--- src/hw/fpg_cfg.svh ---
// Register offsets, reset values and field widths for the four-port GPIO block.
`ifndef FPG_CFG_SVH
`define FPG_CFG_SVH
`define FPG_E_LATCH_IDX   8'h08
`define FPG_F_LATCH_IDX   8'h09
`define FPG_G_LATCH_IDX   8'h0a
`define FPG_H_LATCH_IDX   8'h0b
`define FPG_E_DIR_IDX     8'h0c
`define FPG_F_DIR_IDX     8'h0d
`define FPG_G_DIR_IDX     8'h0e
`define FPG_H_DIR_IDX     8'h0f
`define FPG_DIR_RESET     8'h00
`define FPG_E_W           8
`define FPG_F_W           7
`define FPG_G_W           3
`define FPG_H_W           2
`define FPG_TMR_A_LO      0
`define FPG_TMR_B_LO      4
`endif

--- src/hw/fpg_pkg.sv ---
// Types shared by the four-port GPIO block.
package fpg_pkg;
  typedef enum logic [1:0] {
    FPG_IDLE,
    FPG_DONE
  } fpg_bus_state_t;
endpackage

--- src/hw/fpg_gpio.sv ---
// Four-port GPIO direction and data latch logic with an Avalon-MM register slave.
`include "fpg_cfg.svh"

module fpg_gpio (
  input  wire logic        mclk_i,
  input  wire logic        rst_i,
  input  wire logic [7:0]  avs_address_i,
  input  wire logic        avs_read_i,
  input  wire logic        avs_write_i,
  input  wire logic [31:0] avs_writedata_i,
  input  wire logic [3:0]  avs_byteenable_i,
  output logic      [31:0] avs_readdata_o,
  output logic             avs_waitrequest_o,
  input  wire logic [7:0]  e_pin_i,
  output logic      [7:0]  e_pin_o,
  output logic      [7:0]  e_pin_oe_o,
  input  wire logic [6:0]  f_pin_i,
  output logic      [6:0]  f_pin_o,
  output logic      [6:0]  f_pin_oe_o,
  input  wire logic [2:0]  g_pin_i,
  output logic      [2:0]  g_pin_o,
  output logic      [2:0]  g_pin_oe_o,
  input  wire logic [1:0]  h_pin_i,
  output logic      [1:0]  h_pin_o,
  output logic      [1:0]  h_pin_oe_o,
  input  wire logic [5:0]  timer_edge_level_select_i,
  input  wire logic [5:0]  timer_chan_out_i,
  input  wire logic [5:0]  timer_chan_oe_i,
  input  wire logic [4:0]  keypad_irq_enable_bits_i
);

  localparam int PINS = `FPG_E_W + `FPG_F_W + `FPG_G_W + `FPG_H_W;

  // Software-visible storage.
  logic [7:0]      eight_pin_latch_ff;
  logic [6:0]      seven_pin_latch_ff;
  logic [2:0]      three_pin_latch_ff;
  logic [1:0]      two_pin_latch_ff;
  logic [7:0]      eight_pin_dir_bits_ff;
  logic [6:0]      seven_pin_dir_bits_ff;
  logic [2:0]      three_pin_dir_bits_ff;
  logic [1:0]      two_pin_dir_bits_ff;
  fpg_pkg::fpg_bus_state_t bus_state_ff;
  fpg_pkg::fpg_bus_state_t nxt_bus_state;

  // Pin synchronisers: three stages, stage one is read only by stage two.
  logic [PINS-1:0] pin_s1_ff;
  logic [PINS-1:0] pin_s2_ff;
  logic [PINS-1:0] pin_s3_ff;
  logic [PINS-1:0] pin_level_ff;
  logic [PINS-1:0] pin_raw;

  // Drive pattern computed before the output flops.
  logic [PINS-1:0] nxt_pin_val;
  logic [PINS-1:0] nxt_pin_oe;
  logic [PINS-1:0] pin_val_ff;
  logic [PINS-1:0] pin_oe_ff;
  logic [PINS-1:0] all_latch;
  logic [PINS-1:0] all_dir;
  logic [PINS-1:0] periph_own;
  logic [PINS-1:0] periph_val;
  logic [PINS-1:0] periph_oe;
  logic [PINS-1:0] read_view;

  logic            wr_go;
  logic            rd_go;
  logic [31:0]     nxt_rdata;
  logic [31:0]     rdata_ff;
  logic            wait_ff;

  assign pin_raw = {h_pin_i, g_pin_i, f_pin_i, e_pin_i};
  assign all_latch = {two_pin_latch_ff, three_pin_latch_ff, seven_pin_latch_ff, eight_pin_latch_ff};
  assign all_dir = {two_pin_dir_bits_ff, three_pin_dir_bits_ff, seven_pin_dir_bits_ff, eight_pin_dir_bits_ff};

  // The synchronised level only moves when stages two and three agree, filtering one-cycle glitches.
  always_ff @(posedge mclk_i) begin
    pin_s1_ff <= pin_raw;
    pin_s2_ff <= pin_s1_ff;
    pin_s3_ff <= pin_s2_ff;
  end

  always_ff @(posedge mclk_i) begin
    if (rst_i) begin
      pin_level_ff <= '0;
    end else begin
      pin_level_ff <= (pin_s2_ff & pin_s3_ff) | (pin_level_ff & (pin_s2_ff | pin_s3_ff));
    end
  end

  // Map peripheral ownership onto the flat pin vector; only port F pins 0 to 5 and the keypad pins are shared here.
  always_comb begin
    periph_own = '0;
    periph_val = '0;
    periph_oe  = '0;
    periph_own[`FPG_E_W +: 6] = timer_edge_level_select_i;
    periph_val[`FPG_E_W +: 6] = timer_chan_out_i;
    periph_oe[`FPG_E_W +: 6]  = timer_chan_oe_i;
    // Keypad-enabled pins are owned with the driver held off.
    periph_own[`FPG_E_W + `FPG_F_W +: 5] = keypad_irq_enable_bits_i;
  end

  // Per-pin output buffer control.
  generate
    for (genvar i = 0; i < PINS; i++) begin : g_pin
      always_comb begin
        if (periph_own[i]) begin
          nxt_pin_val[i] = periph_val[i];
          nxt_pin_oe[i]  = periph_oe[i];
        end else begin
          nxt_pin_val[i] = all_latch[i];
          nxt_pin_oe[i]  = all_dir[i];
        end
      end
      // Direction always selects the read source, even while a peripheral owns the pin.
      assign read_view[i] = all_dir[i] ? all_latch[i] : pin_level_ff[i];
    end
  endgenerate

  // Registered pin drive; this costs one cycle after the write edge but keeps outputs glitch free.
  always_ff @(posedge mclk_i) begin
    if (rst_i) begin
      pin_val_ff <= '0;
      pin_oe_ff  <= '0;
    end else begin
      pin_val_ff <= nxt_pin_val;
      pin_oe_ff  <= nxt_pin_oe;
    end
  end

  assign e_pin_o    = pin_val_ff[7:0];
  assign e_pin_oe_o = pin_oe_ff[7:0];
  assign f_pin_o    = pin_val_ff[14:8];
  assign f_pin_oe_o = pin_oe_ff[14:8];
  assign g_pin_o    = pin_val_ff[17:15];
  assign g_pin_oe_o = pin_oe_ff[17:15];
  assign h_pin_o    = pin_val_ff[19:18];
  assign h_pin_oe_o = pin_oe_ff[19:18];

  // Bus handshake: a request waits one cycle, then completes in the DONE state.
  always_comb begin
    case (bus_state_ff)
      fpg_pkg::FPG_IDLE: nxt_bus_state = (avs_read_i | avs_write_i) ? fpg_pkg::FPG_DONE : fpg_pkg::FPG_IDLE;
      fpg_pkg::FPG_DONE: nxt_bus_state = fpg_pkg::FPG_IDLE;
      default:           nxt_bus_state = fpg_pkg::FPG_IDLE;
    endcase
  end

  always_ff @(posedge mclk_i) begin
    if (rst_i) begin
      bus_state_ff <= fpg_pkg::FPG_IDLE;
    end else begin
      bus_state_ff <= nxt_bus_state;
    end
  end

  // Waitrequest is high by default and drops for exactly the completing cycle.
  always_ff @(posedge mclk_i) begin
    if (rst_i) begin
      wait_ff <= 1'b1;
    end else begin
      wait_ff <= !((bus_state_ff == fpg_pkg::FPG_IDLE) && (avs_read_i | avs_write_i));
    end
  end

  assign avs_waitrequest_o = wait_ff;
  assign wr_go = avs_write_i && (bus_state_ff == fpg_pkg::FPG_DONE);
  assign rd_go = avs_read_i && (bus_state_ff == fpg_pkg::FPG_IDLE);

  // Data latches have no reset and take any write with byte lane 0 enabled, whatever the direction.
  always_ff @(posedge mclk_i) begin
    if (wr_go && avs_byteenable_i[0]) begin
      if (avs_address_i == `FPG_E_LATCH_IDX) begin
        eight_pin_latch_ff <= avs_writedata_i[7:0];
      end else if (avs_address_i == `FPG_F_LATCH_IDX) begin
        seven_pin_latch_ff <= avs_writedata_i[6:0];
      end else if (avs_address_i == `FPG_G_LATCH_IDX) begin
        three_pin_latch_ff <= avs_writedata_i[2:0];
      end else if (avs_address_i == `FPG_H_LATCH_IDX) begin
        two_pin_latch_ff <= avs_writedata_i[1:0];
      end
    end
  end

  // Direction registers clear at reset so every pin the timer does not own starts as an input.
  always_ff @(posedge mclk_i) begin
    if (rst_i) begin
      eight_pin_dir_bits_ff <= `FPG_DIR_RESET;
      seven_pin_dir_bits_ff <= 7'(`FPG_DIR_RESET);
      three_pin_dir_bits_ff <= 3'(`FPG_DIR_RESET);
      two_pin_dir_bits_ff   <= 2'(`FPG_DIR_RESET);
    end else if (wr_go && avs_byteenable_i[0]) begin
      if (avs_address_i == `FPG_E_DIR_IDX) begin
        eight_pin_dir_bits_ff <= avs_writedata_i[7:0];
      end else if (avs_address_i == `FPG_F_DIR_IDX) begin
        seven_pin_dir_bits_ff <= avs_writedata_i[6:0];
      end else if (avs_address_i == `FPG_G_DIR_IDX) begin
        three_pin_dir_bits_ff <= avs_writedata_i[2:0];
      end else if (avs_address_i == `FPG_H_DIR_IDX) begin
        two_pin_dir_bits_ff <= avs_writedata_i[1:0];
      end
    end
  end

  // Read mux; unmapped addresses read zero.
  always_comb begin
    nxt_rdata = 32'h0000_0000;
    if (avs_address_i == `FPG_E_LATCH_IDX) begin
      nxt_rdata[7:0] = read_view[7:0];
    end else if (avs_address_i == `FPG_F_LATCH_IDX) begin
      nxt_rdata[6:0] = read_view[14:8];
    end else if (avs_address_i == `FPG_G_LATCH_IDX) begin
      nxt_rdata[2:0] = read_view[17:15];
    end else if (avs_address_i == `FPG_H_LATCH_IDX) begin
      nxt_rdata[1:0] = read_view[19:18];
    end else if (avs_address_i == `FPG_E_DIR_IDX) begin
      nxt_rdata[7:0] = eight_pin_dir_bits_ff;
    end else if (avs_address_i == `FPG_F_DIR_IDX) begin
      nxt_rdata[6:0] = seven_pin_dir_bits_ff;
    end else if (avs_address_i == `FPG_G_DIR_IDX) begin
      nxt_rdata[2:0] = three_pin_dir_bits_ff;
    end else if (avs_address_i == `FPG_H_DIR_IDX) begin
      nxt_rdata[1:0] = two_pin_dir_bits_ff;
    end
  end

  // Read data is captured one cycle early so it stands with waitrequest low.
  always_ff @(posedge mclk_i) begin
    if (rst_i) begin
      rdata_ff <= 32'h0000_0000;
    end else if (rd_go) begin
      rdata_ff <= nxt_rdata;
    end
  end

  assign avs_readdata_o = rdata_ff;

  // Cleared direction keeps the driver off one cycle later for unowned pins.
  dir_clear_hiz_a: assert property (@(posedge mclk_i) disable iff (rst_i)
    (!all_dir[0] && !periph_own[0]) |=> !pin_oe_ff[0])
    else $error("pin 0 driven while input");

  dir_set_drive_a: assert property (@(posedge mclk_i) disable iff (rst_i)
    (all_dir[4] && !periph_own[4]) |=> (pin_oe_ff[4] && pin_val_ff[4] == $past(all_latch[4])))
    else $error("pin 4 not driving latch");

  reset_dir_zero_a: assert property (@(posedge mclk_i)
    rst_i |=> (all_dir == '0))
    else $error("direction not cleared by reset");

  timer_owns_a: assert property (@(posedge mclk_i) disable iff (rst_i)
    periph_own[9] |=> (pin_oe_ff[9] == $past(timer_chan_oe_i[1])))
    else $error("timer pin follows direction");

  keypad_input_a: assert property (@(posedge mclk_i) disable iff (rst_i)
    keypad_irq_enable_bits_i[0] |=> !g_pin_oe_o[0])
    else $error("keypad pin driven");

  // Reads are judged bit by bit, so a port with mixed directions still exercises both sources.
  read_latch_a: assert property (@(posedge mclk_i) disable iff (rst_i)
    (rd_go && avs_address_i == `FPG_E_LATCH_IDX)
      |=> ((((avs_readdata_o[7:0] ^ $past(eight_pin_latch_ff)) & $past(eight_pin_dir_bits_ff)) == 8'h00)
        && !avs_waitrequest_o))
    else $error("output bit read not latch");

  read_pin_a: assert property (@(posedge mclk_i) disable iff (rst_i)
    (rd_go && avs_address_i == `FPG_H_LATCH_IDX)
      |=> (((avs_readdata_o[1:0] ^ $past(pin_level_ff[19:18])) & ~$past(two_pin_dir_bits_ff)) == 2'h0))
    else $error("input bit read not pin");

  write_latch_a: assert property (@(posedge mclk_i) disable iff (rst_i)
    (wr_go && avs_byteenable_i[0] && avs_address_i == `FPG_G_LATCH_IDX)
      |=> (three_pin_latch_ff == $past(avs_writedata_i[2:0])))
    else $error("latch write lost");

  dir_readback_a: assert property (@(posedge mclk_i) disable iff (rst_i)
    (wr_go && avs_byteenable_i[0] && avs_address_i == `FPG_F_DIR_IDX)
      |=> (seven_pin_dir_bits_ff == $past(avs_writedata_i[6:0])))
    else $error("direction write lost");

  // The checks below cover the remaining rules and the bus timing that software relies on.
  read_h_latch_a: assert property (@(posedge mclk_i) disable iff (rst_i)
    (rd_go && avs_address_i == `FPG_H_LATCH_IDX)
      |=> (((avs_readdata_o[1:0] ^ $past(two_pin_latch_ff)) & $past(two_pin_dir_bits_ff)) == 2'h0))
    else $error("two-pin output bit read not latch");

  dir_h_write_a: assert property (@(posedge mclk_i) disable iff (rst_i)
    (wr_go && avs_byteenable_i[0] && avs_address_i == `FPG_H_DIR_IDX)
      |=> (two_pin_dir_bits_ff == $past(avs_writedata_i[1:0])))
    else $error("two-pin direction write lost");

  // A pin that is neither an output nor owned by a peripheral must never see its driver on.
  input_hiz_all_a: assert property (@(posedge mclk_i) disable iff (rst_i)
    1'b1 |=> ((pin_oe_ff & ~$past(all_dir | periph_own)) == '0))
    else $error("input pin driven");

  reset_oe_off_a: assert property (@(posedge mclk_i)
    rst_i |=> ((pin_oe_ff == '0) && avs_waitrequest_o))
    else $error("driver or bus active after reset");

  tmr_a_own_a: assert property (@(posedge mclk_i) disable iff (rst_i)
    timer_edge_level_select_i[0]
      |=> (f_pin_oe_o[0] == $past(timer_chan_oe_i[0]) && f_pin_o[0] == $past(timer_chan_out_i[0])))
    else $error("timer A pin not taken over");

  tmr_b_own_a: assert property (@(posedge mclk_i) disable iff (rst_i)
    timer_edge_level_select_i[5] |=> (f_pin_oe_o[5] == $past(timer_chan_oe_i[5])))
    else $error("timer B pin not taken over");

  keypad_g_all_a: assert property (@(posedge mclk_i) disable iff (rst_i)
    1'b1 |=> ((g_pin_oe_o & $past(keypad_irq_enable_bits_i[2:0])) == 3'h0))
    else $error("keypad three-pin input driven");

  keypad_h_input_a: assert property (@(posedge mclk_i) disable iff (rst_i)
    1'b1 |=> ((h_pin_oe_o & $past(keypad_irq_enable_bits_i[4:3])) == 2'h0))
    else $error("keypad two-pin input driven");

  // The filter must pass a level that stages two and three agree on and hold through disagreement.
  sync_agree_a: assert property (@(posedge mclk_i) disable iff (rst_i)
    1'b1 |=> ((($past(pin_s2_ff) ~^ $past(pin_s3_ff)) & (pin_level_ff ^ $past(pin_s3_ff))) == '0))
    else $error("synchronised level missed agreed input");

  sync_hold_a: assert property (@(posedge mclk_i) disable iff (rst_i)
    1'b1 |=> ((($past(pin_s2_ff) ^ $past(pin_s3_ff)) & (pin_level_ff ^ $past(pin_level_ff))) == '0))
    else $error("synchronised level moved on disagreement");

  rd_ack_a: assert property (@(posedge mclk_i) disable iff (rst_i)
    rd_go |=> !avs_waitrequest_o)
    else $error("read not answered next cycle");

  wait_pulse_a: assert property (@(posedge mclk_i) disable iff (rst_i)
    !avs_waitrequest_o |=> avs_waitrequest_o)
    else $error("waitrequest low for more than one cycle");

endmodule

--- config.mk ---
export PLATFORM = sky130hd
export DESIGN_NAME = fpg_gpio
export DESIGN_NICKNAME = d
export VERILOG_FILES = /design/src/hw/fpg_pkg.sv /design/src/hw/fpg_gpio.sv
export VERILOG_INCLUDE_DIRS = /design/src /design/src/hw
export SDC_FILE = /design/constraint.sdc
export NUM_CORES = 1
export LEC_CHECK = 0
export BUFFER_PORTS_ARGS = -buffer_cell sky130_fd_sc_hd__buf_2
export CELL_PAD_IN_SITES_DETAIL_PLACEMENT = 1
export CELL_PAD_IN_SITES_GLOBAL_PLACEMENT = 1
export CORE_UTILIZATION = 40
export CTS_BUF_LIST = sky130_fd_sc_hd__clkbuf_4 sky130_fd_sc_hd__clkbuf_8
export DETAILED_ROUTE_END_ITERATION = 8
export PLACE_DENSITY = 0.87
export RECOVER_POWER = 25
export SETUP_SLACK_MARGIN = 0.15
export SLEW_MARGIN = 15
export SYNTH_ARGS = -nofsm -noshare
export SYNTH_HDL_FRONTEND = slang
export SYNTH_SLANG_ARGS = --single-unit
--- constraint.sdc ---
create_clock -name mclk_i -period 3.1 [get_ports mclk_i]
set_clock_uncertainty 0.1 [all_clocks]
set_input_delay 0.31 -clock mclk_i [delete_from_list [all_inputs] [get_ports mclk_i]]
set_output_delay 0.31 -clock mclk_i [all_outputs]
set_load 0.005 [all_outputs]
==> results.toml, run 1 <==
[outcome]
status = "complete, no violations"

[sta]
maxSlewHeadroom = 0.538
finalCritPeriodShare = 0.727
rsz0062_at_grt = "false"
setup_tns_ns = 0
hold_violations = 0
slew_viol_final = 0
period_needed_ns = 2.26
setup_violations = 0
worst_pin_slew_ns = 0.688
max_freq_mhz = 443
hold_ws_ns = 0.0351

[synth]
synth_edf_count = 20
synth_ff_type = "dfxtp_1"
netlist_area_mm2 = 0.00552
yosysUniqueCellTypes = 39
yosys-top-cells-area = "dfxtp_1 54%, edfxtp_1 11%, mux2i_1 8.3%"
avgSynthCellArea_um2 = 11.6
seq_area_frac_synth = 0.652
synthCells = 477
synth_top_area_frac = 0.544
synth_seq_cells = 170
yosysTopAreaCell = "dfxtp_1"
ys.warnings.count = 0
async_reset_ff_frac = 0

[clock_network]
clockBufferDepth = 2
cts_tree = "done"
clock-sinks = 170
insertion_delay_ns = 0.47
h-tree-depth = 4
clk_pin_slew_ns = 0.09
clockRootBuffer = "clkbuf_8"
cts_made_buffers = 17

[floorplan]
fp.dieH_um = 120
io_pins = 164
initial_core_util = 0.414
die_area_mm2 = 0.0143
num_rows = 42
die_width_um = 120
core_area_mm2 = 0.0133

[routing]
drt_first_pass_iters = 4
vias = 3977
routedWlPerCell_um = 17.3
wl_um = 14300
drc = 0
drtIter0Drc = 179
ant_nets = 0
vias_per_cell = 4.81

[global_routing]
grt_pass1_wl_um = 22500
grt_pass1_vias = 4323
antenna_found_initial = 0
track_usage = 0.209
grt_max_degree = 40
grt_overflow = 0

[min_path]
hold_class = "in -> reg"
min_from = "timer_chan_oe_i[0]"
worstHoldPathCells = 3
hold_end = "pin_oe_ff[8]"

[cells_and_area]
num-fill-cells = 1473
regArea_mm2 = 0.00360
multi_input_area_mm2 = 0.00173
fin_cells = 827
area_delta_synth_final_pct = 27.0
n_antenna_cell = 0
nets = 729
mostFrequentLayoutCells = "150 x dfxtp_1, 109 x buf_2, 46 x mux2i_1"
layout_commonest_cell = "dfxtp_1"
drive_above_1_share = 0.241

[placement]
gp_congestion = 0.769
port_buffers = 112
dp.final_hpwl_um = 9420
place_inst = 752

[critical_path]
ff2ff_path_depth = 5
crit_arrival_ns = 2.48
required_ns = 3.33
cp-end-kind = "register"
rr_startpoint = "bus_state_ff[0]"
ff2ff_setup_slack_ns = 1.00
r2r_end = "eight_pin_dir_bits_ff[3]"
cp_max_fo = 8
startpoint_type = "primary input"
critical_path_class = "in -> reg"

[pwr]
power.density_mw_per_mm2 = 597
ir_drop_mv = 0.276
leakagePower_nw = 2.92

[job]
cap_violations = 0
how the worst max path moves through the flow:
stage | from | end | depth (start not counted)
floorplan | avs_address_i[7] | eight_pin_latch_ff[0] | 5
global placement | avs_address_i[7] | seven_pin_dir_bits_ff[6] | 5
detailed placement | avs_address_i[7] | seven_pin_dir_bits_ff[6] | 5
CTS | avs_address_i[7] | eight_pin_dir_bits_ff[3] | 7
global route | avs_address_i[7] | eight_pin_dir_bits_ff[3] | 7
finish | avs_address_i[7] | eight_pin_dir_bits_ff[3] | 7
layer usage:
layer	up-vias	GRT usage	wire length (um)
li1	1912	-	-
met5	-	0	0
met3	24	0.0613	724
met1	1925	0.242	6040
met4	0	0.0852	269
met2	116	0.361	7250
what timing repair did:
action,CTS,global route
gates resized for setup,0,0
hold buffers,42,1
buffers inserted,0,0
endpoints found under the hold margin,51,1
area by class of cell:
type                    instances  area share
repair buffers                161       0.147
multi-input cells             283       0.247
clock buffers                  23      0.0424
flip-flops and latches        170       0.514
clock inverters                 9      0.0159
well taps                     176      0.0314
inverters                       5     0.00268
through the flow:
step,power (mW),setup WS [ns],utilization,area [um2]
5_1_grt,4.35,0.836,0.526,7020
4_1_cts,4.22,0.882,0.525,7010
2_1_floorplan,2.50,0.748,-,5610
6_report,4.19,0.845,0.526,7020
3_3_place_gp,2.57,0.485,0.463,6180
3_5_place_dp,2.59,0.416,0.463,6180
state kept, by name, summed over array words and instances, names as in the netlist, 8 cells and up:
| name | cells |
|---|---|
| eight_pin_dir_bits_ff | 8 |
| pin_oe_ff | 20 |
| pin_s2_ff | 20 |
| pin_s1_ff | 20 |
| pin_s3_ff | 20 |
| avs_readdata_o | 8 |
| pin_level_ff | 20 |
| pin_val_ff | 20 |
| eight_pin_latch_ff | 8 |
synthesized netlist by cell type (3+ instances only):
master / count
dfxtp_1: 150
mux2_2: 3
a211oi_1: 4
nor3_1: 8
clkbuf_1: 15
nor2_1: 45
nor3b_1: 10
buf_4: 24
nand2b_1: 3
inv_1: 5
a21oi_1: 30
nand3_1: 5
nand2_1: 28
mux2i_1: 46
edfxtp_1: 20
o21ai_0: 25
o31ai_1: 3
nor2b_1: 26
power breakdown:
part / internal, mW / switching [mW]
logic: 0.120 / 0.130
registers: 2.30 / 0.0369
clock network: 0.812 / 0.790
total: 3.23 / 0.958
cell families after synthesis:
family | count (synthesis) | share of synthesized area
flip-flops | 170 | 0.652
AO/OA/AOI/OAI | 71 | 0.0720
buffers and inverters | 47 | 0.0496
AND/OR/NAND/NOR | 137 | 0.128
other | 1 | 0.000679
multiplexers | 51 | 0.0976
worst max-delay path: stages:
cell     delay, ns
buf_2         0.09
or3b_1        0.42
or4b_1        0.75
nor3_4        0.34
buf_4         0.24
mux2i_1       0.25
nor2_1        0.07
Power figures use the tool's default switching activity.
==> inputs of run 2 (changes only) <==
==> constraint.sdc (replaced) <==
create_clock -name mclk_i -period 2.3 [get_ports mclk_i]
set_clock_uncertainty 0.1 [all_clocks]
set_input_delay 0.23 -clock mclk_i [delete_from_list [all_inputs] [get_ports mclk_i]]
set_output_delay 0.23 -clock mclk_i [all_outputs]
set_load 0.005 [all_outputs]
==> results.toml, run 2 (same netlist as run 1, synthesis figures left out) <==
[clock_network]
cts_tree = "done"
holdBufCountCts = 59
clock-sinks = 170
h-tree-depth = 4
clockRootBuffer = "clkbuf_8"
clockBufferDepth = 2
ctsResizeCount = 0
insertion_delay_ns = 0.48
cts_setup_buffers = 0
cts_made_buffers = 17
clk_pin_slew_ns = 0.09

[critical_path]
rr_startpoint = "bus_state_ff[0]"
crit_arrival_ns = 2.19
required_ns = 2.55
cp_max_fo = 8
startpoint = "bus_state_ff[0]"
cpPeakStageDelay_ns = 0.56
critical_path_class = "reg -> reg"
cp-end-kind = "register"
startpoint_type = "register"
crit_slowest_cell = "nor3_2"
path_cells = "nand3_1 -> nor3_2 -> mux2i_1 -> nor2_1"
ff2ff_setup_slack_ns = 0.35

[sta]
hold_ws_ns = 0.0581
maxSlewHeadroom = 0.568
slew_viol_final = 0
setup_violations = 0
max_freq_mhz = 514
finalCritPeriodShare = 0.846
period_needed_ns = 1.95
hold_violations = 0
rsz0062_at_grt = "false"
worst_pin_slew_ns = 0.643
fin_ws_ns = 0.354

[placement]
pre_cts_ws_ns = -0.0458
port_buffers = 112
gp_congestion = 0.781
dp.final_hpwl_um = 9490

[cells_and_area]
area_delta_synth_final_pct = 31.6
layout_commonest_cell = "dfxtp_1"
regArea_mm2 = 0.00360
multi_input_area_mm2 = 0.00174
nets = 754
n_antenna_cell = 0
post-route-util = 0.545
drive_above_1_share = 0.249
mostFrequentLayoutCells = "150 x dfxtp_1, 112 x buf_2, 59 x dlygate4sd3_1"
num-fill-cells = 1442

[floorplan]
die_width_um = 120
initial_core_util = 0.414
io_pins = 164
num_rows = 42
die_area_mm2 = 0.0143
core_area_mm2 = 0.0133
fp.dieH_um = 120

[routing]
wl_um = 15400
drtIter0Drc = 196
routedWlPerCell_um = 18.0
vias_per_cell = 4.84
vias = 4123
drt_first_pass_iters = 4
drc = 0
ant_nets = 0

[pwr]
power.density_mw_per_mm2 = 787
leakagePower_nw = 3.02
ir_drop_mv = 0.410
p_total_mw = 5.72

[min_path]
hold_class = "in -> reg"
min_from = "avs_address_i[4]"

[global_routing]
grt_pass1_wl_um = 24100
grt_max_degree = 39
track_usage = 0.226
antenna_found_initial = 0
grt_overflow = 0
grt_pass1_vias = 4437

[job]
cap_violations = 0

[outcome]
status = "complete, no violations"
==> run 2: changes by cell type in the layout (fill, tap and decap cells not counted), sizes merged <==
cell         change
clkinvlp         +4
buf             +12
clkbuf           -6
bufinv           +1
dlygate4sd3     +16
inv              -2
==> run 2: layout make-up <==
| cell class | count | share of cell area |
|---|---|---|
| Sequential cell | 170 | 0.496 |
| Multi-Input combinational cell | 283 | 0.239 |
| Timing Repair Buffer | 186 | 0.176 |
| Clock buffer | 20 | 0.0362 |
| Tap cell | 176 | 0.0303 |
| Clock inverter | 12 | 0.0203 |
| Inverter | 5 | 0.00258 |
==> run 2: final timing paths <==
kind | cells past startpoint | end
worst min register to register | 0 | pin_s2_ff[14]
worst max register to register | 4 | three_pin_dir_bits_ff[0]
worst min-delay path | 4 | avs_readdata_o[3]
worst max-delay path | 4 | three_pin_dir_bits_ff[0]
==> run 2: where the power goes <==
group	internal (mW)	switching, mW
Combinational	0.183	0.188
Sequential	3.10	0.0515
Clock	1.12	1.08
==> run 2: through the flow <==
| step | cells | instance area [um2] | setup TNS, ns |
|---|---|---|---|
| floorplan | 500 | 5620 | 0 |
| global placement | 761 | 6270 | 0 |
| detailed placement | 761 | 6270 | -0.132 |
| CTS | 852 | 7270 | 0 |
| global route | 852 | 7270 | 0 |
| finish | 852 | 7270 | 0 |
==> run 2: critical path: cells and delay by family, from the launching register on <==
kind,cells,cell delay (ns)
DFF,1,0.38
and+or+nand+nor,3,1.07
muxes,1,0.27
==> run 2: per-layer routing <==
| metal | vias to the layer above | GRT usage | share of wire |
|---|---|---|---|
| li1 | 1957 | - | - |
| met1 | 1989 | 0.265 | 0.41 |
| met2 | 144 | 0.397 | 0.52 |
| met3 | 33 | 0.0513 | 0.047 |
| met4 | 0 | 0.0945 | 0.025 |
| met5 | - | 0 | 0 |
==> inputs of run 3 (changes only) <==
--- a/config.mk
+++ b/config.mk
@@ -9,10 +9,10 @@
 export BUFFER_PORTS_ARGS = -buffer_cell sky130_fd_sc_hd__buf_2
 export CELL_PAD_IN_SITES_DETAIL_PLACEMENT = 1
 export CELL_PAD_IN_SITES_GLOBAL_PLACEMENT = 1
-export CORE_UTILIZATION = 40
+export CORE_UTILIZATION = 37
 export CTS_BUF_LIST = sky130_fd_sc_hd__clkbuf_4 sky130_fd_sc_hd__clkbuf_8
 export DETAILED_ROUTE_END_ITERATION = 8
-export PLACE_DENSITY = 0.87
+export PLACE_DENSITY = 0.85
 export RECOVER_POWER = 25
 export SETUP_SLACK_MARGIN = 0.15
 export SLEW_MARGIN = 15
==> constraint.sdc (replaced) <==
create_clock -name mclk_i -period 1.6 [get_ports mclk_i]
set_clock_uncertainty 0.1 [all_clocks]
set_input_delay 0.16 -clock mclk_i [delete_from_list [all_inputs] [get_ports mclk_i]]
set_output_delay 0.16 -clock mclk_i [all_outputs]
set_load 0.005 [all_outputs]
==> results.toml, run 3 (same netlist as run 1, synthesis figures left out) <==
[clock_network]
clk_pin_slew_ns = 0.08
h-tree-depth = 4
clock-sinks = 170
clockRootBuffer = "clkbuf_8"
insertion_delay_ns = 0.45
cts_tree = "done"
cts_made_buffers = 17
clockBufferDepth = 2

[critical_path]
r2r_end = "seven_pin_dir_bits_ff[1]"
rr_startpoint = "bus_state_ff[0]"
cp-end-kind = "register"
critical_path_class = "in -> reg"
ff2ff_path_depth = 6
cp_max_fo = 6
crit_arrival_ns = 1.99
required_ns = 1.84
ff2ff_setup_slack_ns = -0.04
startpoint_type = "primary input"

[cells_and_area]
drive_above_1_share = 0.306
area_delta_synth_final_pct = 38.4
n_antenna_cell = 0
mostFrequentLayoutCells = "149 x dfxtp_1, 111 x buf_2, 60 x dlygate4sd3_1"
regArea_mm2 = 0.00360
fin_area_mm2 = 0.00764
fin_cells = 883
multi_input_area_mm2 = 0.00188
nets = 777
num-fill-cells = 1586
layout_commonest_cell = "dfxtp_1"

[floorplan]
initial_core_util = 0.380
fp.dieH_um = 124
core_area_mm2 = 0.0145
die_area_mm2 = 0.0154
io_pins = 164
die_width_um = 124
num_rows = 44

[sta]
slew_viol_final = 0
max_freq_mhz = 570
setup_tns_ns = -2.00
setup_violations = 25
finalCritPeriodShare = 1.10
fin_ws_ns = -0.153
rsz0062_at_grt = "true"
hold_ws_ns = -0.0510
hold_violations = 2
period_needed_ns = 1.75

[routing]
highest_layer = "met4"
ant_nets = 0
drc = 0
met3_length_um = 685
drt_first_pass_iters = 4
routedWlPerCell_um = 17.6
vias = 4236
vias_per_cell = 4.80
wl_um = 15500
drtIter0Drc = 172
wl_met2_um = 8140
met1Wirelength_um = 6300

[placement]
port_buffers = 112
pre_cts_ws_ns = -0.636
place_inst = 787
gp_congestion = 0.787
dpl_cell_area_mm2 = 0.00648
dp.final_hpwl_um = 10100

[global_routing]
grt_overflow = 0
grt_pass1_wl_um = 23700
grt_max_degree = 31
antenna_found_initial = 0
track_usage = 0.209
grt_pass1_vias = 4612

[pwr]
leakagePower_nw = 3.21
power.density_mw_per_mm2 = 1080
ir_drop_mv = 0.479

[min_path]
hold_class = "in -> reg"
min_from = "avs_address_i[2]"
worstHoldPathCells = 3
hold_end = "avs_readdata_o[2]"

[outcome]
violations = "negative hold slack, negative setup slack"
status = "complete, but fails checks"

[job]
cap_violations = 0
run 3: stage by stage:
| stage | hold slack, ns | utilization | power [mW] |
|---|---|---|---|
| 2_1_floorplan | 0.0877 | - | 4.85 |
| 3_3_place_gp | 0.164 | 0.446 | 5.02 |
| 3_5_place_dp | 0.164 | 0.446 | 5.05 |
| 4_1_cts | -0.112 | 0.524 | 8.35 |
| 5_1_grt | -0.0643 | 0.526 | 8.62 |
| 6_report | -0.0510 | 0.526 | 8.29 |
run 3: power breakdown:
part | total, mW | internal [mW] | leakage (nW) | switching (mW)
clock | 3.18 | 1.73 | 0.223 | 1.45
sequential | 4.53 | 4.45 | 1.42 | 0.0734
combinational | 0.579 | 0.294 | 1.56 | 0.285
total | 8.29 | 6.48 | 3.21 | 1.81
run 3: layout make-up:
| type | instances | area share |
|---|---|---|
| Clock inverter | 7 | 0.0151 |
| Multi-Input combinational cell | 283 | 0.245 |
| Clock buffer | 25 | 0.0401 |
| Inverter | 5 | 0.00245 |
| Timing Repair Buffer | 209 | 0.195 |
| Tap cell | 184 | 0.0301 |
| Sequential cell | 170 | 0.472 |
run 3: how the worst max path moves through the flow:
stage                     start                  endpoint  slack, ns  depth (start not counted)
6_report       avs_address_i[6]  seven_pin_dir_bits_ff[1]      -0.15                          8
5_1_grt        avs_address_i[6]  seven_pin_dir_bits_ff[1]      -0.17                          8
4_1_cts        avs_address_i[6]  seven_pin_dir_bits_ff[6]      -0.10                          7
3_5_place_dp   avs_address_i[7]  seven_pin_dir_bits_ff[0]      -0.64                          8
3_3_place_gp   avs_address_i[7]     eight_pin_latch_ff[6]      -0.54                          5
2_1_floorplan  avs_address_i[7]  seven_pin_dir_bits_ff[6]      -0.44                          5
run 3: layer usage:
layer	vias up	GRT usage
met2	128	0.370
met1	2074	0.229
met3	31	0.0591
met4	0	0.0982
met5	-	0
li1	2003	-
run 3: critical path, stage by stage:
cell	delay (ns)
buf_6	0.09
or3b_4	0.41
or4b_4	0.50
buf_6	0.16
nor3_4	0.23
buf_6	0.16
mux2i_2	0.21
nor2_1	0.07
run 3: what timing repair did:
action / in CTS / in global routing
gates resized for setup: 20 / 9
pin swaps: 7 / 1
hold buffers: 61 / 1
setup buffers: 4 / 0
endpoints found under the hold margin: 78 / 2
endpoints found under the setup margin: 46 / 49
